$ cat config.mk
export PLATFORM = sky130hd
export DESIGN_NAME = bxpt_top
export DESIGN_NICKNAME = d
export VERILOG_FILES = /design/src/verilog/bxpt_pkg.sv /design/src/verilog/bxpt_block_match.sv /design/src/verilog/bxpt_top.sv
export SDC_FILE = /design/constraint.sdc
export NUM_CORES = 1
export LEC_CHECK = 0
export BUFFER_PORTS_ARGS = -buffer_cell sky130_fd_sc_hd__buf_4
export CAP_MARGIN = 20
export CORE_AREA = 2 2 207 209
export CTS_BUF_LIST = sky130_fd_sc_hd__clkbuf_2 sky130_fd_sc_hd__clkbuf_4 sky130_fd_sc_hd__clkbuf_8
export DETAILED_ROUTE_END_ITERATION = 8
export DIE_AREA = 0 0 209 211
export PLACE_DENSITY = 0.61
export SYNTH_ARGS = -nofsm -noshare
export SYNTH_HDL_FRONTEND = slang
export SYNTH_SLANG_ARGS = --single-unit
$ cat constraint.sdc
create_clock -name clk -period 3.95 [get_ports clk]
set_input_delay 0 -clock clk [delete_from_list [all_inputs] [get_ports clk]]
set_output_delay 0 -clock clk [all_outputs]
set_load 0.005 [all_outputs]
$ cat src/verilog/bxpt_pkg.sv
// Purpose: Shared constants for block translation and page table base logic.
// Assumes: Big-endian bit numbering maps to little-endian vectors (bit k is index width-1-k).
// Notes: Register offsets are Avalon-MM byte addresses.
package bxpt_pkg;
  localparam int BXPT_MASK_W = 11;
  localparam int BXPT_BLK_LOW_W = 17;
  localparam int BXPT_LA_W = 64;
  localparam int BXPT_LA32_W = 32;
  // 64-bit descriptor: origin bits 0-45, size code bits 59-63.
  localparam int BXPT_W_ORG_W = 46;
  localparam int BXPT_W_ORG_LSB = 18;
  localparam int BXPT_W_SIZE_LSB = 0;
  localparam int BXPT_W_SIZE_W = 5;
  localparam int BXPT_W_BASE_HASH = 11;
  localparam int BXPT_W_GRP_SHIFT = 7;
  localparam logic [4:0] BXPT_W_SIZE_MAX = 5'h1c;
  // 32-bit descriptor: origin bits 0-15, index mask bits 23-31.
  localparam int BXPT_N_ORG_W = 16;
  localparam int BXPT_N_ORG_LSB = 16;
  localparam int BXPT_N_MASK_W = 9;
  localparam int BXPT_N_BASE_HASH = 10;
  localparam int BXPT_N_GRP_SHIFT = 6;
  // Register byte offsets.
  localparam logic [4:0] BXPT_OFS_WIDE_LO = 5'h00;
  localparam logic [4:0] BXPT_OFS_WIDE_HI = 5'h04;
  localparam logic [4:0] BXPT_OFS_NARROW = 5'h08;
  localparam logic [4:0] BXPT_OFS_STATUS = 5'h0c;
  localparam logic [63:0] BXPT_WIDE_RESET = 64'h0;
  localparam logic [31:0] BXPT_NARROW_RESET = 32'h0;
  localparam logic [31:0] BXPT_UNMAPPED = 32'h0;
  typedef enum logic [1:0] {
    BXPT_IDLE = 2'b00,
    BXPT_DONE = 2'b01
  } bxpt_bus_e;
endpackage

$ cat src/verilog/bxpt_block_match.sv
// Purpose: One block-area match and address offset/physical address former.
// Assumes: Inputs come from logic in the same clock domain.
// Notes: Combinational; mask LSB sits at logical bit LA_W-18 (big-endian).
`timescale 1ns/1ps
module bxpt_block_match
  import bxpt_pkg::*;
#(
  parameter int LA_W = 64
) (
  input wire logic [LA_W-1:0] logical_addr,
  input wire logic [BXPT_MASK_W-1:0] area_size_mask,
  input wire logic [LA_W-BXPT_BLK_LOW_W-1:0] area_logical_page_tag,
  input wire logic [LA_W-BXPT_BLK_LOW_W-1:0] area_physical_page_number,
  output logic hit,
  output logic [BXPT_MASK_W+BXPT_BLK_LOW_W-1:0] block_offset,
  output logic [LA_W-1:0] physical_addr
);
  localparam int HI_W = LA_W - BXPT_BLK_LOW_W;
  localparam int TAG_W = HI_W - BXPT_MASK_W;
  wire logic [HI_W-1:0] la_hi = logical_addr[LA_W-1 -: HI_W];
  // RULE3 mask alignment: mask LSB is the bit just above the 17 low bits.
  wire logic [HI_W-1:0] wide_mask = {{TAG_W{1'b0}}, area_size_mask};
  // RULE4 masked compare.
  wire logic [HI_W-1:0] la_cleared = la_hi & ~wide_mask;
  assign hit = (la_cleared == area_logical_page_tag);
  // RULE5 block offset.
  assign block_offset = {la_hi[BXPT_MASK_W-1:0] & area_size_mask, logical_addr[BXPT_BLK_LOW_W-1:0]};
  // RULE18 RULE19 physical address.
  assign physical_addr = {area_physical_page_number | (la_hi & wide_mask), logical_addr[BXPT_BLK_LOW_W-1:0]};
endmodule

$ cat src/verilog/bxpt_top.sv
// Purpose: Block-area translation and page table descriptor registers.
// Assumes: Avalon-MM slave with waitrequest; one clock, synchronous reset.
// Notes: Lookups are registered one cycle after the request inputs.
//
// Functional notes
// RULE1 - Area size mask: zeros give 128 Kbytes, each low one doubles, to 256 Mbytes.
// RULE2 - Software loads only right-justified runs of ones into the area size mask.
// RULE3 - Mask LSB aligns with logical bit 46 (wide) or bit 14 (narrow).
// RULE4 - Clear logical bits under mask ones, compare with tag; equality is a hit.
// RULE5 - Block offset is masked logical bits joined to 17 lower bits.
// RULE6 - Software aligns tag and physical page number to the block size.
// RULE7 - Wide descriptor: origin 0-45, reserved 46-58, size code 59-63.
// RULE8 - Wide origin gives high 46 physical address bits, 256 Kbyte aligned.
// RULE9 - Wide form: at least 11 hash bits index 128-byte entry groups.
// RULE10 - Size code n makes mask of n ones; n above 28 is clamped.
// RULE11 - Software zeroes origin low bits matching extra hash bits.
// RULE12 - Software keeps size code at 25 or below for 64-bit virtual addresses.
// RULE13 - Narrow descriptor: origin 0-15, reserved 16-22, index mask 23-31.
// RULE14 - Narrow origin gives high 16 physical address bits, 64 Kbyte aligned.
// RULE15 - Narrow form: at least 10 hash bits index 64-byte entry groups.
// RULE16 - Software loads the narrow index mask as zeros then ones.
// RULE17 - Software zeroes narrow origin low bits matching mask ones.
// RULE18 - Physical page number with mask forms high physical block address bits.
// RULE19 - Physical block address ORs masked logical bits into physical page number.
// RULE20 - Group address ORs masked hash into origin, appends hash and offset.
`timescale 1ns/1ps
module bxpt_top
  import bxpt_pkg::*;
#(
  parameter int HASH_W = 39
) (
  input wire logic clk,
  input wire logic reset_n,
  input wire logic [4:0] avs_address,
  input wire logic avs_read,
  input wire logic avs_write,
  input wire logic [31:0] avs_writedata,
  input wire logic [3:0] avs_byteenable,
  output logic [31:0] avs_readdata,
  output logic avs_waitrequest,
  input wire logic wide_mode,
  input wire logic [BXPT_LA_W-1:0] logical_addr,
  input wire logic [BXPT_MASK_W-1:0] area_size_mask,
  input wire logic [BXPT_LA_W-BXPT_BLK_LOW_W-1:0] area_logical_page_tag,
  input wire logic [BXPT_LA_W-BXPT_BLK_LOW_W-1:0] area_physical_page_number,
  input wire logic [HASH_W-1:0] hash_value,
  output logic block_hit,
  output logic [BXPT_MASK_W+BXPT_BLK_LOW_W-1:0] block_offset,
  output logic [BXPT_LA_W-1:0] block_physical_addr,
  output logic [27:0] block_length_bytes_div,
  output logic [BXPT_LA_W-1:0] group_addr,
  output logic [BXPT_LA_W-1:0] table_size_bytes
);
  ////////////////////////////////////////////////////////////////////////////
  logic [63:0] page_table_descriptor_wide;
  logic [31:0] page_table_descriptor_narrow;
  bxpt_bus_e bus_state;
  bxpt_bus_e next_bus_state;
  logic clamp_seen;

  wire logic access = avs_read | avs_write;
  wire logic take = access & (bus_state == BXPT_IDLE);
  // Writes land at the edge where the master sees waitrequest low.
  wire logic commit = (bus_state == BXPT_DONE);
  wire logic sel_wlo = avs_address == BXPT_OFS_WIDE_LO;
  wire logic sel_whi = avs_address == BXPT_OFS_WIDE_HI;
  wire logic sel_nar = avs_address == BXPT_OFS_NARROW;
  wire logic sel_sts = avs_address == BXPT_OFS_STATUS;
  wire logic [31:0] be_mask = {{8{avs_byteenable[3]}}, {8{avs_byteenable[2]}},
                               {8{avs_byteenable[1]}}, {8{avs_byteenable[0]}}};

  // RULE7 wide field split.
  wire logic [BXPT_W_ORG_W-1:0] w_origin = page_table_descriptor_wide[63 -: BXPT_W_ORG_W];
  wire logic [BXPT_W_SIZE_W-1:0] w_size = page_table_descriptor_wide[BXPT_W_SIZE_LSB +: BXPT_W_SIZE_W];
  // RULE13 narrow field split.
  wire logic [BXPT_N_ORG_W-1:0] n_origin = page_table_descriptor_narrow[31 -: BXPT_N_ORG_W];
  wire logic [BXPT_N_MASK_W-1:0] n_mask = page_table_descriptor_narrow[BXPT_N_MASK_W-1:0];

  // RULE10 clamp size code and build mask.
  wire logic [4:0] w_size_eff = (w_size > BXPT_W_SIZE_MAX) ? BXPT_W_SIZE_MAX : w_size;
  wire logic [27:0] w_mask_gen;
  genvar gi;
  generate
    for (gi = 0; gi < 28; gi++) begin : g_wm
      assign w_mask_gen[gi] = (5'(gi) < w_size_eff);
    end
  endgenerate

  // RULE9 RULE20 wide group address.
  wire logic [BXPT_W_BASE_HASH-1:0] w_hash_lo = hash_value[BXPT_W_BASE_HASH-1:0];
  wire logic [27:0] w_hash_hi = hash_value[BXPT_W_BASE_HASH +: 28];
  wire logic [BXPT_W_ORG_W-1:0] w_org_mix = w_origin | {18'h0, w_hash_hi & w_mask_gen};
  // RULE8 origin is the high 46 bits.
  wire logic [63:0] w_group = {w_org_mix, w_hash_lo, 7'h00};

  // RULE15 RULE20 narrow group address.
  wire logic [BXPT_N_BASE_HASH-1:0] n_hash_lo = hash_value[BXPT_N_BASE_HASH-1:0];
  wire logic [BXPT_N_MASK_W-1:0] n_hash_hi = hash_value[BXPT_N_BASE_HASH +: BXPT_N_MASK_W];
  wire logic [BXPT_N_ORG_W-1:0] n_org_mix = n_origin | {7'h00, n_hash_hi & n_mask};
  // RULE14 origin is the high 16 bits.
  wire logic [31:0] n_group = {n_org_mix, n_hash_lo, 6'h00};

  // Table size in bytes for each form.
  wire logic [63:0] w_tsize = 64'h40000 << w_size_eff;
  wire logic [63:0] n_tsize = {32'h0, 32'h10000 << $countones(n_mask)};

  // RULE1 length decode: block length in 128 Kbyte units.
  wire logic [27:0] len_units = 28'({17'h0, area_size_mask} + 28'h1);

  ////////////////////////////////////////////////////////////////////////////
  wire logic [63:0] la_narrow = {32'h0, logical_addr[BXPT_LA32_W-1:0]};
  wire logic [63:0] la_sel = wide_mode ? logical_addr : la_narrow;
  wire logic hit_w;
  wire logic [BXPT_MASK_W+BXPT_BLK_LOW_W-1:0] off_w;
  wire logic [63:0] pa_w;
  wire logic hit_n;
  wire logic [BXPT_MASK_W+BXPT_BLK_LOW_W-1:0] off_n;
  wire logic [31:0] pa_n;

  bxpt_block_match #(.LA_W(BXPT_LA_W)) u_match_w (
    .logical_addr(la_sel),
    .area_size_mask(area_size_mask),
    .area_logical_page_tag(area_logical_page_tag),
    .area_physical_page_number(area_physical_page_number),
    .hit(hit_w),
    .block_offset(off_w),
    .physical_addr(pa_w)
  );

  bxpt_block_match #(.LA_W(BXPT_LA32_W)) u_match_n (
    .logical_addr(logical_addr[BXPT_LA32_W-1:0]),
    .area_size_mask(area_size_mask),
    .area_logical_page_tag(area_logical_page_tag[BXPT_LA32_W-BXPT_BLK_LOW_W-1:0]),
    .area_physical_page_number(area_physical_page_number[BXPT_LA32_W-BXPT_BLK_LOW_W-1:0]),
    .hit(hit_n),
    .block_offset(off_n),
    .physical_addr(pa_n)
  );

  ////////////////////////////////////////////////////////////////////////////
  wire logic [31:0] status_word = {30'h0, clamp_seen, wide_mode};
  wire logic [31:0] rd_mux = sel_wlo ? page_table_descriptor_wide[31:0] :
                             sel_whi ? page_table_descriptor_wide[63:32] :
                             sel_nar ? page_table_descriptor_narrow :
                             sel_sts ? status_word : BXPT_UNMAPPED;
  wire logic [31:0] next_wlo = (page_table_descriptor_wide[31:0] & ~be_mask) | (avs_writedata & be_mask);
  wire logic [31:0] next_whi = (page_table_descriptor_wide[63:32] & ~be_mask) | (avs_writedata & be_mask);
  wire logic [31:0] next_nar = (page_table_descriptor_narrow & ~be_mask) | (avs_writedata & be_mask);
  // Reserved fields are held at zero on write.
  wire logic [63:0] wide_keep = {{BXPT_W_ORG_W{1'b1}}, 13'h0, 5'h1f};
  wire logic [31:0] narrow_keep = {16'hffff, 7'h00, 9'h1ff};
  assign next_bus_state = take ? BXPT_DONE : BXPT_IDLE;

  always_ff @(posedge clk) begin
    if (!reset_n) begin
      bus_state <= BXPT_IDLE;
      avs_waitrequest <= 1'b1;
      avs_readdata <= 32'h0;
    end else begin
      bus_state <= next_bus_state;
      avs_waitrequest <= ~take;
      avs_readdata <= (take & avs_read) ? rd_mux : avs_readdata;
    end
  end

  always_ff @(posedge clk) begin
    if (!reset_n) begin
      page_table_descriptor_wide <= BXPT_WIDE_RESET;
      page_table_descriptor_narrow <= BXPT_NARROW_RESET;
      clamp_seen <= 1'b0;
    end else begin
      if (commit & avs_write & sel_wlo) begin
        page_table_descriptor_wide[31:0] <= next_wlo & wide_keep[31:0];
      end
      if (commit & avs_write & sel_whi) begin
        page_table_descriptor_wide[63:32] <= next_whi & wide_keep[63:32];
      end
      if (commit & avs_write & sel_nar) begin
        page_table_descriptor_narrow <= next_nar & narrow_keep;
      end
      // RULE10 flag oversized code, set wins over clear.
      if (w_size > BXPT_W_SIZE_MAX) begin
        clamp_seen <= 1'b1;
      end else if (commit & avs_write & sel_sts & avs_byteenable[0] & avs_writedata[1]) begin
        clamp_seen <= 1'b0;
      end
    end
  end

  ////////////////////////////////////////////////////////////////////////////
  always_ff @(posedge clk) begin
    if (!reset_n) begin
      block_hit <= 1'b0;
      block_offset <= '0;
      block_physical_addr <= '0;
      block_length_bytes_div <= '0;
      group_addr <= '0;
      table_size_bytes <= '0;
    end else begin
      block_hit <= wide_mode ? hit_w : hit_n;
      block_offset <= wide_mode ? off_w : off_n;
      block_physical_addr <= wide_mode ? pa_w : {32'h0, pa_n};
      block_length_bytes_div <= len_units;
      group_addr <= wide_mode ? w_group : {32'h0, n_group};
      table_size_bytes <= wide_mode ? w_tsize : n_tsize;
    end
  end
endmodule
After elaboration in Yosys (flattened, before gate mapping)
Cells that the tools add are included.

Register bits after elaboration: 361. Input port bits: 254. Output and inout bits: 282. Logic and storage cells: 116.

Add/sub/neg operators: 9. $lt $le $gt $ge: 29. Equal/unequal tests: 6. Shift operators: 2. Mux-type cells: 14. Bitwise gates (word level): 34. Reduce and logical (&&, ||, !) cells: 5.

Operators with widths (count): 32-bit 2-to-1 mux (6); 32-bit bitwise AND (4); 32-bit OR (3); 64-bit 2-to-1 mux (1); 19-bit by 5-bit << shifter with 64-bit output, first input constant (1); 5-bit less-than comparator, first input constant (12); 47-bit by 11-bit bitwise AND with 47-bit output (1); 47-bit bitwise AND (1); 47-bit equality test (1); 11-bit inverter with 47-bit output (1); 47-bit OR (1); 46-bit by 28-bit OR with 46-bit output (1); 4-bit by 5-bit less-than comparator with 1-bit output, first input constant (8); 32-bit inverter (1); 17-bit by 5-bit << shifter with 32-bit output, first input constant (1); 28-bit bitwise AND (1); 28-bit 2-to-1 mux (1); 11-bit bitwise AND (2); 3-bit by 5-bit less-than comparator with 1-bit output, first input constant (4); 16-bit by 9-bit OR with 16-bit output (1); 15-bit by 11-bit bitwise AND with 15-bit output (1); 15-bit bitwise AND (1); 15-bit equality test (1); 11-bit inverter with 15-bit output (1); 24 further kinds (43).

Longest topological paths before layout
Word-level depth: 7. Depth in mapped cells: 11. Mapped depth without buffers: 11.

Cells and area by module
Synthesis repeated with hierarchy kept, for this count alone.

Cell total of the unflattened synthesis: 1536. Area total of the unflattened synthesis: 14124.8 µm².

By module, submodules not included: bxpt_top (instances 1, cells each 1278, area each 12196.7 µm², sequential area each 6165.9 µm²); bxpt_block_match (u_match_w) (instances 1, cells each 166, area each 1260.0 µm², sequential area each 0.0 µm²); bxpt_block_match (u_match_n) (instances 1, cells each 92, area each 668.1 µm², sequential area each 0.0 µm²).

Least setup slack after synthesis
No wires, ideal clock.

Kind: register to register. Start: reg with a tool-made name. End: reg table_size_bytes[22]. Library setup time: 0.075 ns. Arrival time: 3.372 ns. Data required time: 3.875 ns. Path slack: 0.504 ns. Stages on the path, launching flop included: 10. Buffers on the path: 0. Clock period less this slack: 3.446 ns. Cells stage by stage: dfxtp_1 > inv_1 > fa_1 > fa_1 > fa_1 > fa_1 > fa_1 > nand2b_1 > or3_1 > o22ai_1.

RTL lines: end signal: assignment (line bxpt_top.sv:205) `table_size_bytes <= wide_mode ? w_tsize : n_tsize;`; end: declaration (line bxpt_top.sv:52) `output logic [BXPT_LA_W-1:0] table_size_bytes`.

==> results.json <==
{
  "fin_tns_setup_ns": 0,
  "grt_overflow_total": 0,
  "yosys.area.top_type_share_pct": 48.8,
  "timing.slew.headroom_pct": 41.1,
  "avgSynthCellArea_um2": 9.18,
  "clockRootBuffer": "clkbuf_8",
  "synthCells": 1301,
  "path_class": "flop to flop",
  "max_freq_ghz": 0.268,
  "grt.total_usage_pct": 20.8,
  "cts.sinks": 291,
  "synth_warnings": 0,
  "num-nets-final": 2255,
  "worstSetupEndpointType": "flop",
  "cap_violations": 0,
  "peakVddDrop_uv": 205,
  "core_um2": 41800,
  "viasPerCell": 4.71,
  "yosysMostFrequentCell": "dfxtp_1",
  "hp-class": "input port to flop",
  "cp_slowest_stage_delay_ns": 0.58,
  "synth_cell_types": 54,
  "multi_input_area_um2": 5350,
  "die_y_um": 211,
  "htreeDepth": 2,
  "drtIter0Drc": 757,
  "vias": 12131,
  "tritoncts": "done",
  "finish.utilization_pct": 46.3,
  "clockBufferDepth": 3,
  "ys_seq_area_share_pct": 48.8,
  "synth_top_cell_by_area": "dfxtp_1",
  "route.detailed.drc": 0,
  "p_leak_nw": 8.61,
  "seqCellArea_um2": 5830,
  "cts_buffers": 51,
  "synth-edff-count": 0,
  "fin_crit_ns": 3.74,
  "synth_commonest_cells": "dfxtp_1, nand2_1, nand3_1, a21boi_1, buf_4",
  "dp.final_hpwl_um": 33900,
  "design.die.area_um2": 44100,
  "ant_nets": 0,
  "wl_um": 48200,
  "crit_chain": "inv_1, fa_1, fa_1, fa_1, fa_1, fa_1, nand2b_1, or3_1, o22ai_1",
  "status": "finished clean",
  "io_buffers": 483,
  "finalHoldViolCount": 0,
  "grt_max_degree": 96,
  "path_common_cell": "fa_1",
  "pwr_density_cell_nw_per_um2": 365,
  "layout-drive-gt1-share_pct": 29.4,
  "postCtsResizedCells": 0,
  "synthesis.area_um2": 11900,
  "initial_core_util_pct": 28.6,
  "fin_crit_sh_pct": 94.6,
  "synth_area_leaders": "dfxtp_1, a21boi_1, buf_4, nand3_1, nand2_1",
  "start_kind": "flop",
  "r2r_cells": 9,
  "wire_per_inst_um": 18.7,
  "nFillCells": 3961,
  "required_ns": 4.50,
  "core.rowCount": 75,
  "ys_seq_elements": 291,
  "crit_slowest_cell": "fa_1",
  "cp_max_fo": 4,
  "power_mw": 7.05,
  "hold_depth": 5,
  "first_global_vias": 12201,
  "finalSetupViolations": 0,
  "antenna_found_initial": 5,
  "ios": 536,
  "path_clk_slew_ns": 0.06,
  "skew_ns": 0.0269,
  "arrival_ns": 4.29,
  "rsz0062_at_grt": "false",
  "die_w_um": 209,
  "async_flop_share_pct": 0,
  "gp_congestion": 0.891,
  "first_pass_iters": 7,
  "grt_first_pass_wirelength_um": 70900,
  "tightest_slew_ns": 0.880,
  "syn_to_final_growth_pct": 61.9,
  "synthFlopType": "dfxtp_1",
  "drv_slew": 0,
  "clk-insertion-delay-late_ns": 0.62
}
[kinds of logic (layout without fill, tap and decap cells)]
family	after synthesis	in the layout	synth area share, %
AND/OR/NAND/NOR	474	474	20.7
flip-flops	291	291	48.8
AO/OA/AOI/OAI	274	274	15.7
buffers and inverters	186	862	8.26
XOR/XNOR	38	38	2.79
multiplexers	29	29	2.64
adder cells (fa/ha/maj)	8	8	1.15
other	1	60	0.0314
[where the power goes]
| part | internal, mW | switching, mW | total (mW) |
|---|---|---|---|
| logic | 0.497 | 0.350 | 0.846 |
| registers | 3.00 | 0.0241 | 3.02 |
| clock network | 1.88 | 1.30 | 3.18 |
[path summary, 6_finish.rpt]
kind	startpoint	to	slack (ns)
setup / recovery	flop	table_size_bytes[22]	0.21
hold / removal	avs_address[3]	clamp_seen	0.1
setup reg to reg	flop	table_size_bytes[22]	0.21
hold reg to reg	flop	flop	0.47
[what timing repair did]
action / in CTS / in global routing
setup buffers: 0 / 0
hold endpoints to repair: 236 / 0
hold buffers: 248 / 0
[cell usage in the layout, fill, tap and decap left out, drive strengths merged, types with 5 or more instances in the layout]
| cell type | netlist | final |
|---|---|---|
| buf | 91 | 495 |
| dfxtp | 291 | 291 |
| dlygate4sd3 | 0 | 248 |
| nand2 | 122 | 122 |
| nand3 | 96 | 96 |
| clkbuf | 67 | 80 |
| a21boi | 78 | 78 |
| and3 | 69 | 69 |
| conb | 1 | 55 |
| nor2b | 49 | 49 |
| o21ai | 44 | 44 |
| nor2 | 44 | 44 |
| and2 | 36 | 36 |
| a21oi | 36 | 36 |
| a22oi | 33 | 33 |
| inv | 28 | 28 |
| mux2i | 27 | 27 |
| o22ai | 25 | 25 |
| xnor2 | 20 | 20 |
| xor2 | 18 | 18 |
| nand2b | 16 | 16 |
| a21o | 15 | 15 |
| nand4b | 12 | 12 |
| a31oi | 11 | 11 |
| a211o | 7 | 7 |
| clkinv | 0 | 7 |
| a22o | 6 | 6 |
| diode | 0 | 5 |
| nand4 | 5 | 5 |
| o311a | 5 | 5 |
| nor4 | 5 | 5 |
| fa | 5 | 5 |
| or2 | 5 | 5 |
[layout make-up]
class / count / share of cell area [%]
Tap cell: 539 / 3.49
Multi-Input combinational cell: 878 / 27.7
Timing Repair Buffer: 743 / 32.1
Sequential cell: 291 / 30.1
Clock inverter: 11 / 0.802
Clock buffer: 80 / 5.24
Inverter: 28 / 0.544
Antenna cell: 5 / 0.0647
[critical path: cells and delay by family, from the launching register on]
kind / cells / cell delay, ns
AND/OR/NAND/NOR: 2 / 0.63
buffers and inverters: 1 / 0.08
AO/OA/AOI/OAI: 1 / 0.15
flip-flops: 1 / 0.39
adder cells (fa/ha/maj): 5 / 2.42
[stage by stage]
stage	hold slack (ns)	setup slack (ns)	instance area (um2)	std cells
floorplan	0.0716	0.504	12100	1355
global placement	0.200	0.295	15700	2231
detailed placement	0.201	0.276	15700	2231
CTS	0.0473	0.247	19300	2570
global route	0.124	0.0842	19300	2575
finish	0.0998	0.212	19300	2575
[metal layers]
layer / global-route usage (%) / wire (um) / up-vias / part of all wire, %
met5: 0 / 0 / - / 0
met4: 8.50 / 1510 / 0 / 3.1
met3: 4.30 / 3140 / 101 / 6.5
met2: 35.4 / 23300 / 514 / 48
met1: 25.8 / 20300 / 5757 / 42
li1: - / - / 5759 / -
(Power assumes the default switching activity.)
